[config.mk]
export PLATFORM = sky130hd
export DESIGN_NAME = cpu_register_file_and_status
export DESIGN_NICKNAME = d
export VERILOG_FILES = /design/src/cpu_regfile_pkg.sv /design/src/cpu_register_file_and_status.sv
export VERILOG_INCLUDE_DIRS = /design/src
export SDC_FILE = /design/constraint.sdc
export NUM_CORES = 2
export LEC_CHECK = 0
export BUFFER_PORTS_ARGS = -buffer_cell sky130_fd_sc_hd__buf_2
export CAP_MARGIN = 20
export CELL_PAD_IN_SITES_DETAIL_PLACEMENT = 1
export CELL_PAD_IN_SITES_GLOBAL_PLACEMENT = 2
export CORE_MARGIN = 2
export CORE_UTILIZATION = 40
export DETAILED_ROUTE_END_ITERATION = 10
export GPL_TIMING_DRIVEN = 0
export PLACE_DENSITY_LB_ADDON = 0.1
export SLEW_MARGIN = 20
export SYNTH_ARGS = -nofsm -noshare
export SYNTH_HDL_FRONTEND = slang
export SYNTH_SLANG_ARGS = --single-unit
[constraint.sdc]
create_clock -name clk -period 3.5 [get_ports clk]
set_input_delay 0.525 -clock clk [delete_from_list [all_inputs] [get_ports clk]]
set_output_delay 0.525 -clock clk [all_outputs]
set_load 0.01 [all_outputs]
[src/cpu_regfile_map.svh]
`ifndef CPU_REGFILE_MAP_SVH
`define CPU_REGFILE_MAP_SVH

// Special register selectors
`define SEL_PC          16'h0000
`define SEL_STATUS      16'h0001

// General register indices with fixed duties
`define GPR_ZERO        5'h00
`define GPR_IRQ_LINK    5'h0e
`define GPR_USER_LINK   5'h0f
`define GPR_BRK_LINK    5'h10
`define GPR_EXC_LINK    5'h11

// Status bit positions, bit 0 is the most significant
`define STATUS_COPY     0
`define STATUS_PVR      21
`define STATUS_CARRY    29

// Reset and load values
`define GPR_INIT        32'h0000_0000
`define PC_RESET        32'h0000_0000
`define STATUS_RESET    32'h0000_0000
// Writable status bits: all but the carry copy and the version flag
`define STATUS_WR_MASK  32'h7fff_fbff

`endif

[src/cpu_regfile_pkg.sv]
package cpu_regfile_pkg;

    typedef logic [31:0] word_type;
    typedef logic [0:31] status_word_type;
    typedef logic [4:0]  gpr_index_type;

    // Source of the cycle's general register write, one-hot
    typedef enum logic [4:0]
    {
        SRC_NONE = 5'b00001,
        SRC_IRQ  = 5'b00010,
        SRC_BRK  = 5'b00100,
        SRC_EXC  = 5'b01000,
        SRC_PORT = 5'b10000
    } gpr_src_type;

endpackage

[src/cpu_register_file_and_status.sv]
// Function
// - 32 general, up to 18 special, 32-bit
// - General registers zero only at configuration load
// - No reset input touches general registers
// - Zero register reads zero, writes dropped
// - Interrupt stores return address in its link
// - Break stores return address in its link
// - Exception link, or branch target in delay slot
// - Program counter readable at selector zero only
// - Reads give own address; resets to zero
// - Status read copies carry into bit 0
// - Status written by move, set, clear
// - Set/clear: carry now, others one cycle later
// - Move-to-special: all bits one cycle later
// - Writes to carry copy bit ignored
// - Selector one picks the status register
`timescale 1ns/10ps
`default_nettype none
`include "cpu_regfile_map.svh"

module cpu_register_file_and_status
    import cpu_regfile_pkg::*;
#(
    parameter int         NUM_SPECIAL   = 18,
    parameter bit         EXC_SUPPORT   = 1'b1,
    parameter logic       PVR_PRESENT   = 1'b0
)
(
    input  wire logic     clk,
    input  wire logic     rst,
    input  wire logic     core_reset_input,
    input  wire logic     debug_reset_input,
    input  wire logic     rd_a_en,
    input  wire logic [4:0]  rd_a_addr,
    output var  logic [31:0] rd_a_data,
    input  wire logic     rd_b_en,
    input  wire logic [4:0]  rd_b_addr,
    output var  logic [31:0] rd_b_data,
    input  wire logic     wr_en,
    input  wire logic [4:0]  wr_addr,
    input  wire logic [31:0] wr_data,
    input  wire logic     irq_take,
    input  wire logic [31:0] irq_ret_addr,
    input  wire logic     brk_take,
    input  wire logic [31:0] brk_ret_addr,
    input  wire logic     exc_take,
    input  wire logic     exc_in_delay,
    input  wire logic [31:0] exc_next_addr,
    input  wire logic [31:0] exc_branch_target,
    input  wire logic     pc_load,
    input  wire logic [31:0] pc_next,
    input  wire logic     mfs_en,
    input  wire logic [15:0] special_selector_read,
    output var  logic [31:0] mfs_data,
    input  wire logic     move_to_special,
    input  wire logic [15:0] special_selector,
    input  wire logic [31:0] mts_data,
    input  wire logic     status_bit_set,
    input  wire logic     status_bit_clear,
    input  wire logic [31:0] status_mask,
    input  wire logic     carry_wr_en,
    input  wire logic     carry_in,
    output var  logic [31:0] pc,
    output var  logic [31:0] machine_status,
    output var  logic [31:0] branch_target_register
);

    // Reset pins come from outside the core clock domain
    logic [1:0]      core_rst_sync_ff;
    logic [1:0]      dbg_rst_sync_ff;
    logic            any_rst;

    // Loaded with the configuration image only; no reset path
    word_type        gpr_mem [0:31] = '{default: `GPR_INIT};
    word_type        pc_ff;
    word_type        btr_ff;
    word_type        rd_a_ff;
    word_type        rd_b_ff;
    word_type        mfs_ff;
    status_word_type status_ff;
    status_word_type pend_val_ff;
    logic            pend_valid_ff;
    logic            pend_carry_ff;

    gpr_src_type     gpr_src;
    gpr_index_type   gpr_wr_idx;
    word_type        gpr_wr_val;
    status_word_type status_base;
    status_word_type nxt_status_upd;
    logic            mts_hit;
    logic            bitop_hit;

    always_ff @(posedge clk)
    begin
        core_rst_sync_ff <= {core_rst_sync_ff[0], core_reset_input};
        dbg_rst_sync_ff  <= {dbg_rst_sync_ff[0], debug_reset_input};
    end

    assign any_rst = rst | core_rst_sync_ff[1] | dbg_rst_sync_ff[1];

    // Hardware link writes win over the port; one write per cycle
    always_comb
    begin
        gpr_src    = SRC_NONE;
        gpr_wr_idx = `GPR_ZERO;
        gpr_wr_val = wr_data;
        if (irq_take)
        begin
            gpr_src    = SRC_IRQ;
            gpr_wr_idx = `GPR_IRQ_LINK;
            gpr_wr_val = irq_ret_addr;
        end
        else if (brk_take)
        begin
            gpr_src    = SRC_BRK;
            gpr_wr_idx = `GPR_BRK_LINK;
            gpr_wr_val = brk_ret_addr;
        end
        else if (exc_take && EXC_SUPPORT && !exc_in_delay)
        begin
            gpr_src    = SRC_EXC;
            gpr_wr_idx = `GPR_EXC_LINK;
            gpr_wr_val = exc_next_addr;
        end
        else if (wr_en)
        begin
            gpr_src    = SRC_PORT;
            gpr_wr_idx = wr_addr;
        end
    end

    // Not gated by any reset input
    always_ff @(posedge clk)
    begin
        if (gpr_src != SRC_NONE && gpr_wr_idx != `GPR_ZERO)
            gpr_mem[gpr_wr_idx] <= gpr_wr_val;
    end

    // Delay-slot faults keep the branch target instead of the link
    always_ff @(posedge clk)
    begin
        if (any_rst)
            btr_ff <= `PC_RESET;
        else if (exc_take && EXC_SUPPORT && exc_in_delay && !irq_take && !brk_take)
            btr_ff <= exc_branch_target;
    end

    // Read ports see the old value on a same-cycle write
    always_ff @(posedge clk)
    begin
        if (rd_a_en)
            rd_a_ff <= (rd_a_addr == `GPR_ZERO) ? `GPR_INIT : gpr_mem[rd_a_addr];
        if (rd_b_en)
            rd_b_ff <= (rd_b_addr == `GPR_ZERO) ? `GPR_INIT : gpr_mem[rd_b_addr];
    end

    always_ff @(posedge clk)
    begin
        if (any_rst)
            pc_ff <= `PC_RESET;
        else if (pc_load)
            pc_ff <= pc_next;
    end

    assign mts_hit   = move_to_special && special_selector == `SEL_STATUS;
    assign bitop_hit = !mts_hit && (status_bit_set || status_bit_clear);

    // Set and clear act on the newest value, pending one included
    always_comb
    begin
        status_base    = pend_valid_ff ? pend_val_ff : status_ff;
        nxt_status_upd = status_base;
        if (mts_hit)
            nxt_status_upd = (mts_data & `STATUS_WR_MASK) | (status_base & ~`STATUS_WR_MASK);
        else if (status_bit_set)
            nxt_status_upd = status_base | (status_mask & `STATUS_WR_MASK);
        else if (status_bit_clear)
            nxt_status_upd = status_base & ~(status_mask & `STATUS_WR_MASK);
    end

    always_ff @(posedge clk)
    begin
        if (any_rst)
        begin
            pend_valid_ff <= 1'b0;
            pend_carry_ff <= 1'b0;
            pend_val_ff   <= `STATUS_RESET;
        end
        else
        begin
            pend_valid_ff <= mts_hit || bitop_hit;
            pend_carry_ff <= mts_hit;
            pend_val_ff   <= nxt_status_upd;
        end
    end

    // Carry has its own path so bit operations reach it a cycle early
    always_ff @(posedge clk)
    begin
        if (any_rst)
        begin
            status_ff <= `STATUS_RESET;
            status_ff[`STATUS_PVR] <= 1'b0;
        end
        else
        begin
            if (pend_valid_ff)
            begin
                status_ff[1:28]  <= pend_val_ff[1:28];
                status_ff[30:31] <= pend_val_ff[30:31];
            end
            if (bitop_hit)
                status_ff[`STATUS_CARRY] <= nxt_status_upd[`STATUS_CARRY];
            else if (pend_valid_ff && pend_carry_ff)
                status_ff[`STATUS_CARRY] <= pend_val_ff[`STATUS_CARRY];
            else if (carry_wr_en)
                status_ff[`STATUS_CARRY] <= carry_in;
            status_ff[`STATUS_COPY] <= 1'b0;
            status_ff[`STATUS_PVR]  <= PVR_PRESENT;
        end
    end

    // Unimplemented special registers read as zero
    always_ff @(posedge clk)
    begin
        if (any_rst)
            mfs_ff <= `PC_RESET;
        else if (mfs_en)
        begin
            if (special_selector_read == `SEL_PC)
                mfs_ff <= pc_ff;
            else if (special_selector_read == `SEL_STATUS)
            begin
                mfs_ff <= status_ff;
                mfs_ff[31 - `STATUS_COPY] <= status_ff[`STATUS_CARRY];
            end
            else
                mfs_ff <= `GPR_INIT;
        end
    end

    assign rd_a_data              = rd_a_ff;
    assign rd_b_data              = rd_b_ff;
    assign mfs_data               = mfs_ff;
    assign pc                     = pc_ff;
    assign machine_status         = status_ff;
    assign branch_target_register = btr_ff;

    a_zero_reads: assert property (@(posedge clk)
        rd_a_en && rd_a_addr == `GPR_ZERO |=> rd_a_data == 32'h0000_0000)
        else $error("zero register read nonzero");

    a_irq_link: assert property (@(posedge clk)
        irq_take |=> gpr_mem[`GPR_IRQ_LINK] == $past(irq_ret_addr))
        else $error("interrupt link not loaded");

    a_brk_link: assert property (@(posedge clk)
        brk_take && !irq_take |=> gpr_mem[`GPR_BRK_LINK] == $past(brk_ret_addr))
        else $error("break link not loaded");

    a_exc_delay_btr: assert property (@(posedge clk) disable iff (any_rst)
        exc_take && exc_in_delay && !irq_take && !brk_take |=>
        branch_target_register == $past(exc_branch_target) &&
        $stable(gpr_mem[`GPR_EXC_LINK]))
        else $error("delay slot fault handled wrong");

    a_gpr_keep_rst: assert property (@(posedge clk)
        any_rst && !wr_en && !irq_take && !brk_take && !exc_take |=>
        gpr_mem[1] == $past(gpr_mem[1]))
        else $error("reset changed general register");

    a_pc_read_own: assert property (@(posedge clk) disable iff (any_rst)
        mfs_en && special_selector_read == `SEL_PC |=> mfs_data == $past(pc_ff))
        else $error("pc read wrong");

    a_pc_no_write: assert property (@(posedge clk) disable iff (any_rst)
        move_to_special && special_selector == `SEL_PC && !pc_load |=> pc == $past(pc))
        else $error("pc written by move");

    a_pc_reset: assert property (@(posedge clk) rst |=> pc == 32'h0000_0000)
        else $error("pc not reset");

    a_carry_copy: assert property (@(posedge clk) disable iff (any_rst)
        mfs_en && special_selector_read == `SEL_STATUS |=>
        mfs_data[31] == mfs_data[2] && mfs_data[2] == $past(status_ff[`STATUS_CARRY]))
        else $error("carry copy wrong");

    a_mts_late: assert property (@(posedge clk) disable iff (any_rst)
        mts_hit && !carry_wr_en ##1 !(mts_hit || bitop_hit) |=>
        status_ff[`STATUS_CARRY] == $past(mts_data[2], 2) &&
        status_ff[23] == $past(mts_data[8], 2))
        else $error("move update timing wrong");

    a_set_carry_now: assert property (@(posedge clk) disable iff (any_rst)
        status_bit_set && !mts_hit && status_mask[2] |=> status_ff[`STATUS_CARRY]
        ##1 status_ff[`STATUS_CARRY])
        else $error("set carry late");

    a_copy_dropped: assert property (@(posedge clk) disable iff (any_rst)
        mts_hit |-> ##2 status_ff[`STATUS_COPY] == 1'b0)
        else $error("copy bit stored");

    c_irq_taken:   cover property (@(posedge clk) irq_take);
    c_mts_status:  cover property (@(posedge clk) mts_hit ##2 mfs_en);
    c_bit_set:     cover property (@(posedge clk) status_bit_set && status_mask[2]);
    c_delay_fault: cover property (@(posedge clk) exc_take && exc_in_delay);

endmodule
`default_nettype wire

**Word-level counts from Yosys, hierarchy flattened**

Memories as Yosys holds them, arrays and structs flattened. A register that Yosys moved wholly into a read port is not among the register bits.
Cells that the tools add are included.

- Memories kept: 1
- Output and inout bits: 192
- Register bits after elaboration: 166
- RAM bits: 1,024
- Word-level logic and storage cells: 62

- Equality and inequality tests: 3
- Muxes and demuxes: 22
- Reductions and logical operators: 19
- Bitwise operators: 6

Memories:

| name | words | width | rd ports | clocked after Yosys merged registers in | write ports | RTL line | text |
|---|---|---|---|---|---|---|---|
| gpr_mem | 32 | 32 | 2 | 2 | 1 | cpu_register_file_and_status.sv:74 | `` word_type gpr_mem [0:31] = '{default: `GPR_INIT}; `` |

Operator list:

| operator | number |
|---|---|
| 2-to-1 mux 32 bit | 9 |
| 2-to-1 mux 5 bit | 8 |
| bitwise AND 32 bit | 1 |
| == test 16 x 1 -> 1 bit (second input constant) | 2 |
| inverter 31 -> 32 bit | 1 |
| OR 31 x 32 -> 32 bit | 1 |
| OR 32 x 31 -> 32 bit | 1 |
| zero test 16 bit | 1 |
| zero test 5 bit | 2 |
| logical AND 1 bit | 8 |
| 2-to-1 mux 1 bit | 5 |
| inequality test 5 x 1 -> 1 bit (second input constant) | 1 |
| nonzero test 5 bit | 1 |
| zero test 1 bit | 4 |
| nonzero test 3 bit | 1 |
| logical OR 1 bit | 2 |
| OR 1 bit | 2 |

**Depth between registers and ports, before layout**

- Depth after elaboration: 9
- Gate-level depth with buffers: 9
- Gate-level depth less buffers: 5

**Worst setup path before layout**

No wires, ideal clock.

- Path kind: input -> register
- From: in exc_in_delay
- To: mem gpr_mem[10][0] in the netlist's numbering, enable pin
- Buffers on the path: 1
- Arrival: 2.923 ns
- Data required time: 3.079 ns
- Stages: 5
- Setup slack: 0.155 ns
- Setup time: 0.421 ns
- Path through: nand2b_1 clkbuf_1 nand2_1 or4_1 nor2_1

- Word-level cells in the longest chain between the ends: 9
- Elaborated cells on any way between the ends: 13

Ends and longest elaborated chain:

| what | RTL line | text |
|---|---|---|
| start, declared | cpu_register_file_and_status.sv:47 | `input wire logic exc_in_delay,` |
| zero test 1 bit * | cpu_register_file_and_status.sv:119 | `else if (exc_take && EXC_SUPPORT && !exc_in_delay)` |
| logical AND 1 bit * | cpu_register_file_and_status.sv:119 |  |
| 2-to-1 mux 5 bit | cpu_register_file_and_status.sv:119 |  |
| 2-to-1 mux 5 bit | cpu_register_file_and_status.sv:113 | `else if (brk_take)` |
| 2-to-1 mux 5 bit | cpu_register_file_and_status.sv:107 | `if (irq_take)` |
| inequality test 5 x 1 -> 1 bit / nonzero test 5 bit (equally long branches) | n/a |  |
| logical AND 1 bit (no source line) | n/a |  |
| 2-to-1 mux 1 bit | cpu_register_file_and_status.sv:135 | `` if (gpr_src != SRC_NONE && gpr_wr_idx != `GPR_ZERO) `` |
| 2-to-1 mux 1 bit (not written as such) | cpu_register_file_and_status.sv:136 | `gpr_mem[gpr_wr_idx] <= gpr_wr_val;` |
| end, declared | cpu_register_file_and_status.sv:74 |  |

Mark *: on every way between the ends. The rest lies on a longest branch, timed or not.

**Worst setup path in the final report**

- From: in rd_b_addr[0]
- To: reg rd_b_ff[14] (netlist: rd_b_data[14]) (read register of gpr_mem) (data pin)

- Word-level cells in the longest chain between the ends: 1

Ends and longest elaborated chain:

| what | RTL line | text |
|---|---|---|
| start, declared | cpu_register_file_and_status.sv:37 | `input wire logic [4:0] rd_b_addr,` |
| zero test 5 bit (no source line) | n/a |  |
| end, declared | cpu_register_file_and_status.sv:78 | `word_type rd_b_ff;` |

Parallel ways exist; a longest one is shown, timed or not.
A chain may end at the register's enable or synchronous reset.

==> impl_metrics.ini <==
[run_status]
status = finished, violations left
violations = negative setup slack

[pwr]
leakagePower_nw = 23.9
peakVddDrop_mv = 0.500
power_density_nw_per_um2 = 519
p_seq_share_pct = 46.6
p_total_mw = 36.3
combPwrFrac_pct = 11.0
p_clk_share_pct = 42.4
swShare_pct = 24.9
switchingPower_mw = 9.02
p_int_mw = 27.2

[clocking]
clock-sinks = 1250
cts_root_buf = clkbuf_16
post-cts-setup-buffers = 0
h-tree-depth = 4
cts_tree = done
cts_buffer_depth = 3
numCtsBuffers = 143
clk_latency_ns = 0.81
clk_pin_slew_ns = 0.06

[sta]
relSlewSlack_pct = 14.4
hold_viol = 0
tightest_slew_ns = 1.28
finalWorstSetupSlack_ns = -0.175
hold_ws_ns = 0.0427
setup_tns_ns = -0.176
setup_viol = 2
finalMaxSlewViolations = 0
finalCritPeriodShare_pct = 105
min_period_ns = 3.67
max_freq_mhz = 272
rsz0062_at_grt = no
finClkSkew_ns = 0.0369

[yosys]
synthArstFlopShare_pct = 0
yosys_most_used_dff = edfxtp_1
synthCells = 3421
ys_warn_count = 0
synth_seq_cells = 1250
syn-mean-instance-area_sq_um = 16.5
synth_edf_count = 1088
synth_seq_area_share_pct = 63.5
synth_area_sq_um = 56500
synth_cell_types = 52

[job]
maxCapViolCount = 0

[detailed_routing]
vias = 38896
drt_iter0_drc = 4678
wire_per_inst_um = 36.4
final_antenna_net_count = 0
drtPass1Iterations = 5
routed_via_density = 6.20
wl_um = 229000
drc = 0

[finish]
layout.cells.non_filler = 6275
syn2layout_area_growth_pct = 23.7
nets = 4595
fin_area_sq_um = 69900
final_common_cell = edfxtp_1
post_route_cells_drive_above_1_share_pct = 32.8
fillers = 13505
finalCoreUtilization_pct = 50.0
final_cell_mix = edfxtp_1, buf_2, mux4_2

[critical_path]
slowest_stage = clkbuf_1
critPathTopFamily = buffers and inverters
cp_common_cell = buf_6
crit_fanout = 10
cp-start-kind = input pin
crit_chain = buf_2 -> buf_6 -> buf_6 -> buf_6 -> nor2_1 -> clkbuf_1 -> a221oi_1 -> nor3_1
crit_required_ns = 3.94
critical_path_arrival_ns = 4.11
critPathKind = input pin to register
rrSetupSlack_ns = 0.81
critPathMaxStageDelay_ns = 0.92
critPathBufInv = 5
endpoint_kind = register

[global_route]
grt_pass1_vias = 39907
grt_first_pass_wirelength_um = 316000
grt_use_total_pct = 31.3
grt_max_degree = 33
grt_overflow = 0
antenna_found_initial = 14

[worst_hold_path]
hp-class = input pin to register

[floorplanning]
ios = 513
die_x_um = 380
dieArea_sq_um = 144000
start_util_pct = 40.4
die_h_um = 380
rows = 137
core-area_sq_um = 140000

[placement]
dp_hpwl_um = 165000
dp.cells = 5916
place_area_sq_um = 64200
io_buffers = 497
routabilityCongestion = 0.854
dpl_worst_slack_ns = -0.850
sequential cells by signal, summed over array words and instances (netlist names):
register	flops
rd_b_data	32
machine_status	30
gpr_mem	1024
pc	32
dbg_rst_sync_ff	2
mfs_data	32
branch_target_register	32
core_rst_sync_ff	2
pend_val_ff	30
rd_a_data	32
pend_valid_ff	1
pend_carry_ff	1
routing by layer:
metal	vias to the layer above	global-route usage (%)	wire length, um
li1	15758	-	-
met1	20735	43.0	93600
met2	2040	50.2	108000
met3	361	5.93	19300
met4	2	10.4	7840
met5	-	0	13
power by group through the flow:
| stage | sequential, mW | combinational (mW) | clock [mW] |
|---|---|---|---|
| 4_1_cts | 16.9 | 3.95 | 15.5 |
| 3_3_place_gp | 17.3 | 3.48 | 0 |
| 5_1_grt | 16.9 | 4.12 | 16.0 |
| 2_1_floorplan | 17.2 | 1.88 | 0 |
| 3_5_place_dp | 17.2 | 3.85 | 0 |
| 6_report | 16.9 | 3.98 | 15.4 |
logic make-up (layout without fill, tap and decap cells):
family	Yosys count	after routing	synth area share, %
other cells	1	39	0.00663
compound gates	571	571	7.39
simple gates	547	547	4.07
flops	1250	1250	63.5
mux	768	768	22.4
buf+inv	284	1224	2.61
worst min-delay path, cell delays in order:
cell and delay [ns]:
buf_2 0.10, nor2_1 0.10, a211oi_1 0.06
cells in the mapped netlist, drive strengths merged (2+ instances only):
master,n,area (sq um)
edfxtp,1088,32700
or3b,2,17.5
a22oi,3,22.5
o22ai,61,382
a221oi,32,280
nor2b,5,31.3
buf,130,898
and2,3,18.8
nand2,174,653
mux2,39,439
a211oi,61,478
a31oi,2,12.5
nand2b,4,25.0
and3b,2,17.5
o2111ai,32,280
a211o,31,272
nor4,5,31.3
a21oi,167,836
nand3,7,35.0
inv,2,7.51
and3,4,25.0
mux2i,339,3390
o221ai,29,254
nand3b,4,30.0
or3,7,43.8
mux4,390,8820
clkbuf,152,571
dfxtp,162,3240
a22o,87,762
nor2,257,967
o21ai,35,175
nand4,3,18.8
nor4b,3,32.5
a2111oi,30,415
nor3,65,340
worst paths after layout:
check	start	endpoint	cells after the start
max	rd_b_addr[0]	rd_b_data[14]	8
min	mts_data[14]	pend_val_ff[14]	3
max reg2reg	gpr_mem[28][3]	rd_b_data[3]	5
min reg2reg	core_rst_sync_ff[0]	core_rst_sync_ff[1]	0
timing repair:
item,4_1_cts,5_1_grt
hold buffers,86,0
gates resized for setup,2,0
setup endpoints to repair,8,0
hold endpoints to repair,86,0
layout make-up:
cell class	count	area, sq um	share of cell area [%]
clock buffer	174	3780	5.41
multi-input combinational	1920	19900	28.4
antenna	5	12.5	0.0179
clock inverter	91	952	1.36
sequential	1250	35900	51.4
buffer	282	1500	2.14
inverter	2	7.51	0.0107
tap	1876	2350	3.36
timing repair buffer	675	5540	7.92
Power figures use the tool's default switching activity.
